<file path="src/common/scb_pkg.sv">
/*
 * Package for the strap configuration and bus setup block: register
 * offsets, field positions, reset values and carrier structs.
 * Assumes a single clk_in domain with synchronous active-high reset.
 */
package scb_pkg;

    // Register offsets (host I/O addresses)
    localparam logic [15:0] SCB_ADDR_ID_LO     = 16'h0100;
    localparam logic [15:0] SCB_ADDR_ID_HI     = 16'h0101;
    localparam logic [15:0] SCB_ADDR_CARD_EN   = 16'h0102;
    localparam logic [15:0] SCB_ADDR_EC2       = 16'h0104;
    localparam logic [15:0] SCB_ADDR_EC3       = 16'h0106;
    localparam logic [15:0] SCB_ADDR_DISPLAY_STATUS_REG = 16'h0108;
    localparam logic [15:0] SCB_ADDR_SUBS_STAT = 16'h010A;

    // extended_config_two, EC3 and status field positions
    localparam int SCB_EC2_ROM_BASE_SELECT_LO = 3;
    localparam int SCB_EC2_ROM_WINDOW_SIZE    = 5;
    localparam int SCB_EC2_ROMPAGE    = 6;
    localparam int SCB_EC2_PLANES     = 7;
    localparam int SCB_EC2_BANKS_LO   = 8;
    localparam int SCB_EC2_VRAM1M     = 10;
    localparam int SCB_EC2_DAC8       = 13;
    localparam int SCB_EC3_MONID_LO   = 13;
    localparam int SCB_SUB_MONID_LO   = 4;
    localparam int SCB_SUB_PLANES     = 7;

    localparam logic [2:0]  SCB_ROM_PAGE_ID    = 3'h1;
    localparam logic [1:0]  SCB_BANKS_ONE      = 2'h0;
    localparam logic [1:0]  SCB_BANKS_TWO      = 2'h1;
    localparam logic [1:0]  SCB_BANKS_FOUR     = 2'h2;
    localparam logic [7:0]  SCB_CARD_EN_RESET  = 8'h00;
    localparam logic [15:0] SCB_EC3_RESET      = 16'h0000;

    // ROM window bases, upper address bits [19:12]
    localparam logic [7:0] SCB_BASE_C0 = 8'hC0;
    localparam logic [7:0] SCB_BASE_C6 = 8'hC6;
    localparam logic [7:0] SCB_BASE_C8 = 8'hC8;
    localparam logic [7:0] SCB_BASE_D0 = 8'hD0;
    localparam logic [7:0] SCB_BASE_D8 = 8'hD8;
    localparam logic [7:0] SCB_MASK_8K  = 8'hFE;
    localparam logic [7:0] SCB_MASK_32K = 8'hF8;

    typedef enum logic [1:0] {
        SCB_BUS_ISA,
        SCB_BUS_CHANNEL,
        SCB_BUS_UNIFIED_ISA_MODE
    } scb_bus_e;

    typedef enum logic [1:0] {
        SCB_LANE_WORD,
        SCB_LANE_EVEN,
        SCB_LANE_ODD_HIGH,
        SCB_LANE_ODD_LOW
    } scb_lane_e;

    // Strap pins as seen while reset is held
    typedef struct packed {
        logic       bus_type_strap;
        logic       vram_size_strap;
        logic       column_strobe_bank3_n;
        logic       column_strobe_bank2_n;
        logic       dac_width_strap;
        logic       rom_chip_select_n;
        logic       nibble_mode_strap;
        logic [7:0] pixel_bus;
    } scb_straps_s;

    // Host bus request
    typedef struct packed {
        logic        rd;
        logic        wr;
        logic        a0;
        logic        bhe_n;
        logic [15:0] addr;
        logic [15:0] wdata;
    } scb_req_s;

endpackage : scb_pkg

</file>
<file path="src/rtl/scb_sync.sv">
/*
 * Two flip-flop synchroniser, one per bit via a generate loop.
 * Assumes asynchronous inputs and the shared clk_in domain.
 */
`timescale 1ns/1ps
`default_nettype none
module scb_sync #(
    parameter int WIDTH = 1
) (
    input  wire logic             clk_in,
    input  wire logic             sys_rst_in,
    input  wire logic             clk_en_in,
    input  wire logic [WIDTH-1:0] async_in,
    input  wire logic [WIDTH-1:0] reset_val_in,
    output logic      [WIDTH-1:0] sync_out
);
    logic [WIDTH-1:0] meta_reg;

    genvar i;
    generate
        for (i = 0; i < WIDTH; i++) begin : g_bit
            always_ff @(posedge clk_in) begin
                if (sys_rst_in) begin
                    meta_reg[i] <= 1'b1;
                    sync_out[i] <= 1'b1;
                end else if (clk_en_in) begin
                    meta_reg[i] <= async_in[i];
                    sync_out[i] <= meta_reg[i];
                end
            end
        end
    endgenerate

    logic unused_reset_val;
    assign unused_reset_val = ^reset_val_in;
endmodule : scb_sync
`default_nettype wire

</file>
<file path="src/rtl/scb_strap_cfg.sv">
/*
 * Strap capture, setup-cycle card enable, byte lane decode, bus type
 * selection and ROM window decode for the accelerator.
 * Assumes a host bus synchronous to clk_in and straps driven by the
 * board while sys_rst_in is high; pins are sampled through scb_sync.
 */
`timescale 1ns/1ps
`default_nettype none
// Summary of operation
// - Setup read of 100h/101h selects ROM, bank 1
// - Card enable is bit 0 at setup_card_enable
// - Setup registers byte-only, absent in ISA mode
// - A0/BHE decode gives word or byte lanes
// - Bus strap low selects unified ISA mode
// - Bus type is never readable
// - VRAM size strap held at EC2 bit 10
// - Small VRAM forces legacy organisation only
// - Bank strobe straps give bank count
// - Interleave low bit picks nugget width
// - DAC width latched, driven back, RW
// - Sense and monitor id in status registers
// - Monitor id RW in EC3, paging EC2[6]
// - Nibble strap low enables five extra pins
// - Pixel bits 7..3 straps, undriven default one
// - Plane strap in status bit 7 and EC2[7]
// - ROM size strap picks 8K or 32K
// - ROM select low at reset disables ROM
// - ROM base field selects window base
// - Straps captured at reset falling edge
// - Soft reset leaves straps untouched
module scb_strap_cfg
    import scb_pkg::*;
(
    input  wire logic        clk_in,
    input  wire logic        sys_rst_in,
    input  wire logic        clk_en_in,
    input  wire scb_straps_s straps_in,
    input  wire logic        setup_sel_n_in,
    input  wire logic        isa_mode_pin_in,
    input  wire logic        sense_in,
    input  wire logic [2:0]  monitor_id_pins_in,
    input  wire logic        soft_reset_in,
    input  wire scb_req_s    req_in,
    input  wire logic [7:0]  mem_addr_hi_in,
    input  wire logic [3:0]  memory_control_in,
    output logic [15:0]      rdata_out,
    output logic             rvalid_out,
    output scb_lane_e        lane_out,
    output logic             rom_chip_select_n_out,
    output logic [2:0]       rom_page_sel_out,
    output logic             rom_window_hit_out,
    output logic             card_enable_out,
    output logic             dac_width_out,
    output logic             dac_width_oe_out,
    output logic             nibble_pins_en_out,
    output logic             legacy_only_out,
    output logic             five_pixel_nugget_out,
    output logic             id_buffer_enable_n_out
);

    scb_straps_s straps_sync;
    logic        setup_n_sync;
    logic        isa_pin_sync;
    logic        sense_sync;
    logic [2:0]  monid_sync;

    scb_sync #(.WIDTH($bits(scb_straps_s) + 6)) u_sync (
        .clk_in       (clk_in),
        .sys_rst_in   (1'b0),
        .clk_en_in    (clk_en_in),
        .async_in     ({straps_in, setup_sel_n_in, isa_mode_pin_in,
                        sense_in, monitor_id_pins_in}),
        .reset_val_in ('1),
        .sync_out     ({straps_sync, setup_n_sync, isa_pin_sync,
                        sense_sync, monid_sync})
    );

    logic        rst_d_reg;
    logic        capture;
    logic [15:0] ec2_reg;
    logic [15:0] ec3_reg;
    logic [7:0]  card_en_reg;
    logic        plane_status_reg;
    logic        bus_strap_reg;
    logic        nibble_reg;
    logic        rom_absent_reg;
    logic        setup_strap_reg;
    scb_bus_e    bus_type;

    // Falling edge of reset: first enabled cycle after release
    always_ff @(posedge clk_in) begin
        if (clk_en_in) begin
            rst_d_reg <= sys_rst_in;
        end
    end
    assign capture = clk_en_in && rst_d_reg && !sys_rst_in;

    logic is_wr;
    logic setup_ok;
    logic byte_acc;
    assign is_wr    = req_in.wr && clk_en_in;
    assign byte_acc = !(req_in.a0 == 1'b0 && req_in.bhe_n == 1'b0);
    assign setup_ok = !setup_n_sync && bus_type != SCB_BUS_ISA && byte_acc;

    // Soft reset deliberately does not reload straps or touch this state
    always_ff @(posedge clk_in) begin
        if (capture) begin
            ec2_reg <= '0;
            ec2_reg[SCB_EC2_DAC8]    <= straps_sync.dac_width_strap;
            ec2_reg[SCB_EC2_VRAM1M]  <= straps_sync.vram_size_strap;
            ec2_reg[SCB_EC2_PLANES]  <= straps_sync.pixel_bus[7];
            ec2_reg[SCB_EC2_ROMPAGE] <= straps_sync.pixel_bus[6];
            ec2_reg[SCB_EC2_ROM_WINDOW_SIZE] <= straps_sync.pixel_bus[5];
            ec2_reg[SCB_EC2_ROM_BASE_SELECT_LO +: 2] <= straps_sync.pixel_bus[4:3];
            if (!straps_sync.column_strobe_bank3_n && !straps_sync.column_strobe_bank2_n) begin
                ec2_reg[SCB_EC2_BANKS_LO +: 2] <= SCB_BANKS_ONE;
            end else if (!straps_sync.column_strobe_bank3_n) begin
                ec2_reg[SCB_EC2_BANKS_LO +: 2] <= SCB_BANKS_TWO;
            end else begin
                ec2_reg[SCB_EC2_BANKS_LO +: 2] <= SCB_BANKS_FOUR;
            end
        end else if (is_wr && req_in.addr == SCB_ADDR_EC2) begin
            ec2_reg <= req_in.wdata;
        end
    end

    always_ff @(posedge clk_in) begin
        if (capture) begin
            plane_status_reg <= straps_sync.pixel_bus[7];
            bus_strap_reg    <= straps_sync.bus_type_strap;
            nibble_reg       <= straps_sync.nibble_mode_strap;
            rom_absent_reg   <= !straps_sync.rom_chip_select_n;
            // Setup select is grounded for ISA; sampling it live would turn every
            // channel-bus setup cycle into an ISA cycle
            setup_strap_reg  <= setup_n_sync;
        end
    end

    always_ff @(posedge clk_in) begin
        if (sys_rst_in) begin
            ec3_reg <= SCB_EC3_RESET;
        end else if (capture) begin
            ec3_reg[SCB_EC3_MONID_LO +: 3] <= monid_sync;
        end else if (is_wr && req_in.addr == SCB_ADDR_EC3) begin
            ec3_reg <= req_in.wdata;
        end
    end

    always_ff @(posedge clk_in) begin
        if (sys_rst_in || (clk_en_in && soft_reset_in)) begin
            card_en_reg <= SCB_CARD_EN_RESET;
        end else if (is_wr && req_in.addr == SCB_ADDR_CARD_EN && setup_ok) begin
            card_en_reg <= {7'h00, req_in.wdata[0]};
        end
    end

    // Bus type is internal only; no read path carries it
    always_comb begin
        if (!bus_strap_reg) begin
            bus_type = SCB_BUS_UNIFIED_ISA_MODE;
        end else if (setup_strap_reg) begin
            bus_type = SCB_BUS_CHANNEL;
        end else begin
            bus_type = SCB_BUS_ISA;
        end
    end

    always_comb begin
        case ({req_in.a0, req_in.bhe_n})
            2'b00:   lane_out = SCB_LANE_WORD;
            2'b01:   lane_out = SCB_LANE_EVEN;
            2'b10:   lane_out = SCB_LANE_ODD_HIGH;
            default: lane_out = SCB_LANE_ODD_LOW;
        endcase
    end

    logic id_read;
    assign id_read = req_in.rd && !setup_n_sync &&
                     (req_in.addr == SCB_ADDR_ID_LO || req_in.addr == SCB_ADDR_ID_HI);

    logic [1:0] rbase;
    logic       rsize8k;
    logic [7:0] base;
    logic [7:0] mask;
    assign rbase   = ec2_reg[SCB_EC2_ROM_BASE_SELECT_LO +: 2];
    assign rsize8k = ec2_reg[SCB_EC2_ROM_WINDOW_SIZE];

    always_comb begin
        case (rbase)
            2'b00: base = !rsize8k ? SCB_BASE_D0 :
                          (bus_type == SCB_BUS_CHANNEL ? SCB_BASE_C8 : SCB_BASE_C6);
            2'b01: base = SCB_BASE_D8;
            2'b10: base = SCB_BASE_C0;
            default: base = (rsize8k && bus_type == SCB_BUS_CHANNEL) ? SCB_BASE_C6
                                                                   : SCB_BASE_C8;
        endcase
        mask = rsize8k ? SCB_MASK_8K : SCB_MASK_32K;
    end

    assign rom_window_hit_out = !rom_absent_reg && !sys_rst_in &&
                                ((mem_addr_hi_in & mask) == (base & mask));

    assign rom_chip_select_n_out  = !(id_read && setup_ok) && !rom_window_hit_out;
    assign id_buffer_enable_n_out = !(id_read && setup_ok);

    always_ff @(posedge clk_in) begin
        if (sys_rst_in) begin
            rom_page_sel_out <= '0;
        end else if (clk_en_in && id_read && setup_ok) begin
            rom_page_sel_out <= SCB_ROM_PAGE_ID;
        end
    end

    always_ff @(posedge clk_in) begin
        if (sys_rst_in) begin
            rdata_out  <= '0;
            rvalid_out <= 1'b0;
        end else if (clk_en_in) begin
            rvalid_out <= req_in.rd;
            rdata_out  <= '0;
            if (req_in.addr == SCB_ADDR_CARD_EN && setup_ok) begin
                rdata_out <= {8'h00, card_en_reg};
            end else if (req_in.addr == SCB_ADDR_EC2) begin
                rdata_out <= ec2_reg;
            end else if (req_in.addr == SCB_ADDR_EC3) begin
                rdata_out <= ec3_reg;
            end else if (req_in.addr == SCB_ADDR_DISPLAY_STATUS_REG) begin
                rdata_out <= {15'h0000, sense_sync};
            end else if (req_in.addr == SCB_ADDR_SUBS_STAT) begin
                rdata_out <= {8'h00, plane_status_reg,
                              (ec2_reg[SCB_EC2_ROMPAGE] ? ec3_reg[SCB_EC3_MONID_LO +: 3]
                                                        : monid_sync), 4'h0};
            end
        end
    end

    assign card_enable_out       = card_en_reg[0];
    assign dac_width_out         = ec2_reg[SCB_EC2_DAC8];
    assign dac_width_oe_out      = !sys_rst_in;
    assign nibble_pins_en_out    = !nibble_reg;
    assign legacy_only_out       = !ec2_reg[SCB_EC2_VRAM1M];
    assign five_pixel_nugget_out = memory_control_in[0];

    logic unused_bits;
    assign unused_bits = isa_pin_sync ^ ^memory_control_in[3:1];
endmodule : scb_strap_cfg
`default_nettype wire

</file>
<file path="config.mk">
export PLATFORM = sky130hd
export DESIGN_NAME = scb_strap_cfg
export DESIGN_NICKNAME = d
export VERILOG_FILES = /design/src/common/scb_pkg.sv /design/src/rtl/scb_sync.sv /design/src/rtl/scb_strap_cfg.sv
export SDC_FILE = /design/constraint.sdc
export NUM_CORES = 1
export LEC_CHECK = 0
export ABC_AREA = 0
export CAP_MARGIN = 5
export CORE_MARGIN = 10
export CORE_UTILIZATION = 48
export CTS_CLUSTER_SIZE = 28
export DETAILED_ROUTE_END_ITERATION = 10
export DONT_BUFFER_PORTS = 1
export GPL_ROUTABILITY_DRIVEN = 1
export SKIP_CTS_REPAIR_TIMING = 1
export SLEW_MARGIN = 40
export SYNTH_ARGS = -nofsm -noshare
export SYNTH_HDL_FRONTEND = slang
export SYNTH_HIERARCHICAL = 1
export SYNTH_SLANG_ARGS = --single-unit
</file>
<file path="constraint.sdc">
create_clock -name clk_in -period 2.95 [get_ports clk_in]
set_input_delay 0.4425 -clock clk_in [delete_from_list [all_inputs] [get_ports clk_in]]
set_output_delay 0.4425 -clock clk_in [all_outputs]
set_load 0.01 [all_outputs]
</file>
==> metrics.md <==
| Metric | Value |
|---|---|
| Status | completed |
| Die footprint | around 13000 um2 |
| Max clock buf depth | 2 |
| First-pass GRT wire length | approximately 16 mm |
| N_diodes | 0 |
| Power density cells | 549 nW/um2 |
| Static Leak | 1.48 nW |
| # port buffers | 0 |
| Fill count | 790 |
| DRC viols | 0 |
| Final #Nets | 479 |
| Crit Path Max Fanout | 3 |
| Setup crit start | setup_strap_reg$_DFFE_PP_ |
| CTS Buf Count | 9 |
| Number of max-cap violations | 0 |
| Pre-CTS setup slack | 0.455 ns |
| Largest net degree at the start of global routing | 79 |
| WP data required | roughly 2.5 ns |
| Met1 GRT Util | a little under a fifth |
| Worst setup margin | 0.666 ns |
| TritonCTS clock tree | done |
| Clk_skew | 0.00709 ns |
| Max Clk Rate | 438 MHz |
| Post-detail-place hpwl | approximately 7.0 mm |
| Antenna violations before repair | 0 |
| Fin crit share | 77.4% |
| Htree depth | 3 |
| Chip width | 112 um |
| DRT Wirelength | 9.84 mm |
| WS Path Type | flip-flop to output port |
| Vias | between 3000 and 4000 |
| Cells after synthesis | 422 |
| Number of routed nets with antenna violations | 0 |
| Grt ovf | 0 |
| Synth Area per Inst | 9.61 um2 |
| Met3 Usage GRT | 5.05% |
| DR vias/cell | 5.92 |
| Setup TNS | 0 ns |
| Max-slew headroom | 59.3% |
| Syn. warnings | 6 |
| Cell Rows | 33 |
| Routability cong. | 0.852 |
| R2r setup slk | around 1.2 ns |
| Vias in the first global route | 2972 |
| Met2 Use GR | 25.1% |
| Fraction of layout cells with a size suffix above 1 | 8.27% |
| Crit path depth | 4 |
| DRT iter0 DRCs | 177 |
| Post-Syn Area | about 4000 um2 |
| Final hold violation count | 0 |
| Initial Utilization | between 40% and 50% |
| Setup crit end | rom_chip_select_n_out |
| Worst skew pair latency | roughly 0.35 ns |
| Unrepaired setup endpoints after global routing | no |
| Core ar. | 8220 um2 |
| Max VDD drop | 0.249 mV |
| Die Ht | 112 um |
| Layout Area Growth over Synthesis | 4.10% |
| Clock sink total | 91 |
| Worst r2r path cells | 4 |
| Slowest CP cell | edfxtp_1 |
| Global routing's busiest layer | met2 |
| FF-to-FF Start | rst_d_reg$_DFFE_PP_ |
| Top Family by Delay on Critical Path | compound AO/OA/AOI/OAI gates |
| Crit-path max cell delay | 0.42 ns |
| Tightest Hold Check Type | input pin to flip-flop |
| All-Layer GR Usage | 15.5% |
| Worst-margin pin slew | 0.605 ns |
| Routed length per placed instance | between 15 and 20 um |
| Critical path arrival | between 1.5 and 2 ns |
| CP bufs+invs | 0 |
| Worst setup EP type | output port |
| IO Pins | ~100 |
| Critical Path Source Type | flip-flop |
| R2r endpoint | ec3_reg[1]$_SDFFE_PP0P_ |
| TritonRoute pass-1 iters | 5 |
| Root Driver | clkbuf_8 |
| CP Cell Sequence | and2_1 > a41o_1 > a221oi_1 > o31a_1 |
| Count of final max-slew check failures | 0 |
| CTS clk-pin slew, worst paths | ~0.09 ns |
| Fin crit period | between 2 and 2.5 ns |
| Setup violations, final | 0 |
-- area by class of cell --
class | count | area [um2] | area share, %
clock inverters | 5 | 61.3 | 1.45
clock buffers | 11 | 141 | 3.35
repair buffers | 9 | 67.6 | 1.60
inverters | 9 | 33.8 | 0.800
multi-input cells | 286 | 1810 | 43.0
well taps | 105 | 131 | 3.11
flip-flops and latches | 91 | 1970 | 46.7
-- placed cells by master, fill, tap and decap left out, types with 4 or more instances in the layout --
master      n
a211o_1    35
a21oi_1    24
a22oi_1    15
buf_4       9
clkbuf_8   10
dfxtp_1    76
edfxtp_1   15
inv_1       9
mux2i_1     6
nand2_1    38
nand3_1    22
nand3b_1    6
nor2_1      5
nor2b_1    33
o21ai_0    39
o21ai_1    11
o2bb2ai_1   4
-- layer usage --
layer | routed length, um | vias up
met4 | 239 | 0
met2 | 4600 | 92
met3 | 749 | 14
met1 | 4250 | 1438
li1 | - | 1511
met5 | 0 | -
-- report_power, final --
part / switching [W] / total, W / internal (W)
registers: 0.0000239 / 0.00133 / 0.00130
logic: 0.0000720 / 0.000133 / 0.0000606
clock network: 0.000441 / 0.000859 / 0.000418
-- how the worst min path moves through the flow --
stage	from	endpoint	slack, ns	cells past startpoint
detailed placement	u_sync/sync_out[14]$_SDFFE_PP1P_	nibble_reg$_DFFE_PP_	0.41	0
CTS	sys_rst_in	ec3_reg[8]$_SDFFE_PP0P_	0.13	1
floorplan	u_sync/sync_out[14]$_SDFFE_PP1P_	nibble_reg$_DFFE_PP_	0.40	0
global route	sys_rst_in	rvalid_out$_SDFFE_PP0P_	0.13	1
global placement	u_sync/sync_out[14]$_SDFFE_PP1P_	nibble_reg$_DFFE_PP_	0.41	0
finish	sys_rst_in	rvalid_out$_SDFFE_PP0P_	0.15	1
-- worst register-to-register path: cells and delay by family, from the launching register on --
| family | cells | cell delay (ns) |
|---|---|---|
| simple gates | 2 | 0.91 |
| compound gates | 2 | 0.37 |
| flops | 1 | 0.36 |
-- through the flow --
| step | cell area (um2) | std cells | utilization (%) | hold WS [ns] | power (W) |
|---|---|---|---|---|---|
| floorplan | 4060 | 424 | - | 0.401 | 0.00149 |
| global placement | 4020 | 500 | 48.9 | 0.406 | 0.00148 |
| detailed placement | 4020 | 500 | 48.9 | 0.409 | 0.00149 |
| CTS | 4220 | 516 | 51.4 | 0.134 | 0.00234 |
| global route | 4220 | 516 | 51.4 | 0.132 | 0.00242 |
| finish | 4220 | 516 | 51.4 | 0.152 | 0.00232 |
No activity file was read; power rests on OpenSTA's default activity.
